### src/hw/irc_pkg.sv
// Functional notes
// RQ1: encoder emits one infrared pulse per zero bit, none for one bits.
// RQ2: after a transmit falling edge, wait seven x16 ticks before raising the pulse.
// RQ3: infrared pulse stays high three x16 ticks, then returns low.
// RQ4: all timing comes from rising edges of a clock at sixteen times baud.
// RQ5: system must supply the x16 clock where the UART provides none.
// RQ6: falling edge on infrared input marks arrival of one short pulse.
// RQ7: each received pulse drives serial receive low for sixteen x16 ticks.
// RQ8: stretched low interval lasts at least three quarters of a bit time.
// RQ9: active-low decoder reset clears decoder and blocks all reception while low.
// RQ10: x16 clock should stay at or below sixteen times 115.2 kbit/s.
// RQ11: serial receive idles high, also during decoder reset; infrared output idles low.
// RQ12: a new infrared edge during a stretch restarts the sixteen-tick count.
package irc_pkg;

    // encoder timing, in x16 ticks
    localparam logic [3:0] IRC_ENC_DELAY_TICKS = 4'h7;
    localparam logic [3:0] IRC_ENC_PULSE_TICKS = 4'h3;
    // decoder stretch length, one full bit time
    localparam logic [4:0] IRC_BIT_TICKS       = 5'h10;
    // reset levels of the pins
    localparam logic       IRC_RX_IDLE         = 1'b1;
    localparam logic       IRC_IR_IDLE         = 1'b0;
    localparam int         IRC_BUF_DEPTH       = 2;

    // one encoder job: how long to wait and how long to shine
    typedef struct packed {
        logic [3:0] delay_ticks;
        logic [3:0] pulse_ticks;
    } irc_req_s;

    typedef enum logic [1:0] {
        IRC_ENC_IDLE,
        IRC_ENC_DELAY,
        IRC_ENC_PULSE
    } irc_enc_state_e;

endpackage : irc_pkg

### src/hw/irc_codec.sv
`timescale 1ns/1ps
// infrared short-pulse encoder and stretching decoder
module irc_codec
    import irc_pkg::*;
(
    input  wire logic ref_clk_i,
    input  wire logic reset_n_i,
    input  wire logic baud_clock_x16_i,
    input  wire logic uart_serial_out_i,
    input  wire logic decoder_reset_n_i,
    input  wire logic infrared_pulse_in_i,
    output logic      infrared_pulse_out_o,
    output logic      uart_serial_rx_out_o,
    output logic      encoder_ready_o
);

    logic           x16_prev;
    logic           tx_prev;
    logic [3:0]     phase;
    logic           ir_prev;
    logic [4:0]     stretch;
    irc_enc_state_e state;
    irc_enc_state_e next_state;
    logic [3:0]     enc_cnt;
    logic [3:0]     next_enc_cnt;
    logic           next_ir_out;
    logic           buf_in_ready;
    logic           buf_out_valid;
    irc_req_s       buf_out_data;
    irc_req_s       new_req;

    // x16 rising edge becomes a one-cycle tick; the input is already synchronous
    wire tick       = baud_clock_x16_i & ~x16_prev; // RQ4
    // a zero bit starts on a falling edge or every sixteen ticks while low
    wire tx_fall    = tick & tx_prev & ~uart_serial_out_i;
    wire zero_start = tick & ~uart_serial_out_i & (tx_prev | (phase == 4'h0)); // RQ1
    wire ir_fall    = tick & ir_prev & ~infrared_pulse_in_i; // RQ6
    // head leaves only when its pulse ends, since it carries the pulse timing
    wire pop        = (state == IRC_ENC_PULSE) & cnt_last;
    wire cnt_last   = tick & (enc_cnt == 4'h1);

    assign new_req.delay_ticks = IRC_ENC_DELAY_TICKS;
    assign new_req.pulse_ticks = IRC_ENC_PULSE_TICKS;

    // requests queue here so a busy encoder keeps one waiting zero bit; a start while both slots are full is dropped
    irc_pair_buffer #(
        .WIDTH ($bits(irc_req_s))
    ) u_req_buf (
        .ref_clk_i   (ref_clk_i),
        .reset_n_i   (reset_n_i),
        .in_valid_i  (zero_start),
        .in_ready_o  (buf_in_ready),
        .in_data_i   (new_req),
        .out_valid_o (buf_out_valid),
        .out_ready_i (pop),
        .out_data_o  (buf_out_data)
    );

    // tick detect and transmit bit phase
    always_ff @(posedge ref_clk_i) begin
        if (!reset_n_i) begin
            x16_prev <= 1'b0;
            tx_prev  <= 1'b1;
            phase    <= 4'h0;
        end else begin
            x16_prev <= baud_clock_x16_i;
            if (tick) begin
                tx_prev <= uart_serial_out_i;
                phase   <= tx_fall ? 4'h1 : phase + 4'h1; // wraps every 16 ticks
            end
        end
    end

    // encoder sequencing: wait, shine, return low
    always_comb begin
        next_state   = state;
        next_enc_cnt = enc_cnt;
        next_ir_out  = infrared_pulse_out_o;
        case (state)
            IRC_ENC_IDLE: begin
                if (buf_out_valid) begin
                    next_state   = IRC_ENC_DELAY;
                    next_enc_cnt = buf_out_data.delay_ticks;
                end
            end
            IRC_ENC_DELAY: begin
                if (cnt_last) begin
                    next_state   = IRC_ENC_PULSE;
                    next_enc_cnt = buf_out_data.pulse_ticks;
                    next_ir_out  = 1'b1; // RQ2
                end else if (tick) begin
                    next_enc_cnt = enc_cnt - 4'h1;
                end
            end
            IRC_ENC_PULSE: begin
                if (cnt_last) begin
                    next_state  = IRC_ENC_IDLE;
                    next_ir_out = 1'b0; // RQ3
                end else if (tick) begin
                    next_enc_cnt = enc_cnt - 4'h1;
                end
            end
            default: begin
                next_state  = IRC_ENC_IDLE;
                next_ir_out = IRC_IR_IDLE;
            end
        endcase
    end

    // pulse width is held in the popped entry, so the head must stay until done
    always_ff @(posedge ref_clk_i) begin
        if (!reset_n_i) begin
            state                <= IRC_ENC_IDLE;
            enc_cnt              <= 4'h0;
            infrared_pulse_out_o <= IRC_IR_IDLE; // RQ11
            encoder_ready_o      <= 1'b1;
        end else begin
            state                <= next_state;
            enc_cnt              <= next_enc_cnt;
            infrared_pulse_out_o <= next_ir_out;
            encoder_ready_o      <= buf_in_ready;
        end
    end

    // decoder: stretch each falling edge to one bit; its own reset blocks reception
    always_ff @(posedge ref_clk_i) begin
        if (!reset_n_i || !decoder_reset_n_i) begin // RQ9
            ir_prev              <= 1'b1;
            stretch              <= 5'h00;
            uart_serial_rx_out_o <= IRC_RX_IDLE; // RQ11
        end else if (ir_fall) begin
            stretch              <= IRC_BIT_TICKS; // RQ12
            uart_serial_rx_out_o <= 1'b0; // RQ7
            ir_prev              <= infrared_pulse_in_i;
        end else if (tick) begin
            ir_prev <= infrared_pulse_in_i;
            if (stretch != 5'h00) begin
                stretch <= stretch - 5'h01;
                if (stretch == 5'h01) begin
                    uart_serial_rx_out_o <= IRC_RX_IDLE; // RQ8
                end
            end
        end
    end

endmodule : irc_codec

### src/hw/irc_pair_buffer.sv
`timescale 1ns/1ps
// two-entry buffer, valid and ready on both sides
module irc_pair_buffer
    import irc_pkg::*;
#(
    parameter int WIDTH = 8
) (
    input  wire logic             ref_clk_i,
    input  wire logic             reset_n_i,
    input  wire logic             in_valid_i,
    output logic                  in_ready_o,
    input  wire logic [WIDTH-1:0] in_data_i,
    output logic                  out_valid_o,
    input  wire logic             out_ready_i,
    output logic [WIDTH-1:0]      out_data_o
);

    logic [WIDTH-1:0] slot [IRC_BUF_DEPTH];
    logic [1:0]       count;
    logic             rd_ptr;
    logic             wr_ptr;
    wire              push = in_valid_i & in_ready_o;
    wire              pop  = out_valid_o & out_ready_i;

    // full and empty straight from the occupancy count
    assign in_ready_o  = (count != 2'h2);
    assign out_valid_o = (count != 2'h0);
    assign out_data_o  = slot[rd_ptr];

    // pointers and count; push and pop may share a cycle
    always_ff @(posedge ref_clk_i) begin
        if (!reset_n_i) begin
            count  <= 2'h0;
            rd_ptr <= 1'b0;
            wr_ptr <= 1'b0;
        end else begin
            if (push) begin
                slot[wr_ptr] <= in_data_i;
                wr_ptr       <= ~wr_ptr;
            end
            if (pop) begin
                rd_ptr <= ~rd_ptr;
            end
            count <= count + {1'b0, push} - {1'b0, pop};
        end
    end

endmodule : irc_pair_buffer

### config.mk
export PLATFORM = sky130hd
export DESIGN_NAME = irc_codec
export DESIGN_NICKNAME = d
export VERILOG_FILES = /design/src/hw/irc_pkg.sv /design/src/hw/irc_codec.sv /design/src/hw/irc_pair_buffer.sv
export SDC_FILE = /design/constraint.sdc
export NUM_CORES = 1
export LEC_CHECK = 0
export CELL_PAD_IN_SITES_DETAIL_PLACEMENT = 2
export CELL_PAD_IN_SITES_GLOBAL_PLACEMENT = 2
export CORE_MARGIN = 8
export CORE_UTILIZATION = 38
export DETAILED_ROUTE_END_ITERATION = 10
export DONT_BUFFER_PORTS = 1
export PLACE_DENSITY = 0.73
export SLEW_MARGIN = 20
export SYNTH_ARGS = -nofsm -noshare
export SYNTH_HDL_FRONTEND = slang
export SYNTH_HIERARCHICAL = 1
export SYNTH_SLANG_ARGS = --single-unit
### constraint.sdc
create_clock -name ref_clk_i -period 2.52 [get_ports ref_clk_i]
set_clock_uncertainty 0.15 [all_clocks]
set_input_delay 0.504 -clock ref_clk_i [delete_from_list [all_inputs] [get_ports ref_clk_i]]
set_output_delay 0.504 -clock ref_clk_i [all_outputs]
set_load 0.05 [all_outputs]
==> results_dict.tcl <==
set metrics [dict create \
    status "finished clean" \
    tightest_slew_ns 0.646 \
    synth.top_cell.area_share_pct 24.8 \
    final_core_util_pct 44.1 \
    routed_wl_um 5390 \
    min_period_over_period_pct 96.0 \
    synth.largest_area_cell "dfxtp_1" \
    drt_iter0_markers 56 \
    dr_wl_met2_um 2770 \
    coreArea_um2 5440 \
    cts_tree "built" \
    finalCriticalPeriod_ns 2.42 \
    hpwl_um 3880 \
    p_comb_share_pct 31.2 \
    drc_errors 0 \
    power.total_mw 1.79 \
    placed_cell_area_um2 2270 \
    hold_viol_final 0 \
    seq_area_frac_synth_pct 47.6 \
    fin_ws_ns 0.100 \
    pwr-share-seq_pct 45.3 \
    slew_headroom_pct 56.9 \
    syn-cell-area_um2 2100 \
    max-vdd-ir-drop_uv 240 \
    regToRegSetupSlack_ns 0.1 \
    synthArstFlopShare_pct 0 \
    drive_gt1_share_pct 15.5 \
    grt_pass1_wl_um 8740 \
    synth_cells 207 \
    yosysMostFrequentCell "dfxtp_1" \
    drv_slew 0 \
    synth_area_leaders "dfxtp_1, edfxtp_1, ha_1" \
    die_w_um 90.4 \
    worstPathMaxFanout 5 \
    yosysWarnings 6 \
    final_area_um2 2400 \
    first_global_vias 1750 \
    dr.pass1.iters 4 \
    grt-ovfl-total 0 \
    clk_pin_slew_ns 0.08 \
    wl_per_cell_um 17.7 \
    synth.top_cells.by_count "dfxtp_1, nor2_1, edfxtp_1" \
    start_kind "flip-flop" \
    pwr-share-clk_pct 23.5 \
    crit_type "flip-flop to flip-flop" \
    dieHeight_um 90.4 \
    grt_max_degree 22 \
    htree_levels 2 \
    hold_class "input port to flip-flop" \
    fmax_mhz 413 \
    cts.sinks 42 \
    wl_met3_um 197 \
    critPathArrivalTime_ns 2.46 \
    diodes 0 \
    synth-edff-count 16 \
    cp-end-kind "flip-flop" \
    clk_latency_ns 0.29 \
    setup_viol 0 \
    ios 9 \
    max_cap_violations 0 \
    ys_types 52 \
    syn_to_final_growth_pct 14.1 \
    initial_utilization_pct 38.6 \
    dp_slack_ns -0.0457 \
    cts_buffers 5 \
    ys_ff_latch 42 \
    swShare_pct 33.7 \
    p_leak_nw 0.920 \
    required_ns 2.56 \
    num-nets-final 250 \
    power_density_nw_per_um2 747 \
    num_rows 27 \
    synth_top_flop_cell "dfxtp_1" \
    numPlacedInstances 293 \
    power_report.internal_total_mw 1.19 \
    highest_layer "met4" \
    final_cells 304 \
    syn_avg_cell_area_um2 10.1 \
    port_buffers 0 \
    power.switching_mw 0.602 \
    gp_congestion 0.862 \
    ant_nets 0 \
    clockRootBuffer "clkbuf_8" \
    vias 1587 \
    vias_per_cell 5.22 \
    dieArea_um2 8160 \
    antenna_found_initial 0 \
    clk_path_buf_depth 2 \
    wirelength_met1_um 2340 \
    ctsHoldBuffers 0 \
    grt_use_total_pct 13.3 \
]
-- flip-flops by register name (all words and copies together) (netlist names), 2 cells and up, named ones only --
register         count
u_req_buf/count      2
state                2
stretch              5
enc_cnt              4
phase                4
u_req_buf/slot      16
-- layout make-up --
type	count	area, um2
Timing Repair Buffer	10	75.1
Tap cell	72	90.1
Fill cell	594	3040
Sequential cell	42	1000
Multi-Input combinational cell	158	1100
Clock buffer	6	72.6
Inverter	14	52.6
Clock inverter	2	8.76
-- layer usage --
metal	vias to the layer above	GRT usage (%)
met5	-	0
li1	763	-
met1	793	14.8
met4	0	4.58
met3	9	3.49
met2	22	23.6
-- worst paths after layout --
path | startpoint | to | cells past startpoint
worst min register to register | stretch[4] | stretch[4] | 2
worst max register to register | enc_cnt[1] | u_req_buf/count[1] | 11
worst max-delay path | enc_cnt[1] | u_req_buf/count[1] | 11
worst min-delay path | decoder_reset_n_i | ir_prev | 1
-- critical path, cell delays in order (launching register included) --
cell and delay, ns:
dfxtp_1 0.36, inv_2 0.10, ha_4 0.14, or3b_4 0.42, nor3_4 0.14, o21a_2 0.18
ha_1 0.23, inv_1 0.07, ha_1 0.16, xnor2_1 0.14, xnor2_1 0.08, and2_1 0.15
-- power groups by stage --
stage | Sequential (mW) | Combinational (mW) | Clock (mW)
finish | 0.811 | 0.559 | 0.420
detailed placement | 0.819 | 0.510 | 0
global placement | 0.810 | 0.481 | 0
floorplan | 0.808 | 0.372 | 0
global route | 0.817 | 0.617 | 0.459
CTS | 0.803 | 0.518 | 0.437
-- stage by stage --
stage,hold WS [ns],TNS [ns]
detailed placement,0.326,-0.0457
finish,0.129,0
CTS,0.123,0
floorplan,0.297,0
global route,0.126,-0.0234
global placement,0.314,0
-- kinds of logic (layout without fill, tap and decap cells) --
family	Yosys count	after routing	synth area share (%)
compound gates	39	39	13.6
flops	42	42	47.6
xor+xnor	8	8	3.34
simple gates	71	71	17.7
fa+ha+maj	13	13	7.74
other cells	2	16	0.357
buf+inv	21	32	3.81
mux	11	11	5.78
-- layout by cell type, fill, tap and decap left out, types with 3 or more instances in the layout --
| master | n |
|---|---|
| conb_1 | 16 |
| nand2b_1 | 4 |
| a31oi_1 | 4 |
| o22ai_1 | 3 |
| nand2_1 | 15 |
| xnor2_1 | 5 |
| a21oi_1 | 7 |
| dfxtp_1 | 26 |
| edfxtp_1 | 16 |
| nand3_1 | 4 |
| nor2b_1 | 4 |
| ha_1 | 12 |
| inv_1 | 13 |
| buf_4 | 10 |
| and2_1 | 3 |
| clkbuf_8 | 5 |
| o21ai_0 | 6 |
| xor2_1 | 3 |
| nand3b_1 | 3 |
| nor2_1 | 19 |
| nand4_1 | 3 |
| mux2_2 | 9 |
-- repair_timing --
action | 4_1_cts | 5_1_grt
gates resized for setup | 1 | 4
endpoints found under the setup margin | 1 | 1
setup buffers | 0 | 3
gates cloned | 0 | 0
(Power assumes the default switching activity.)
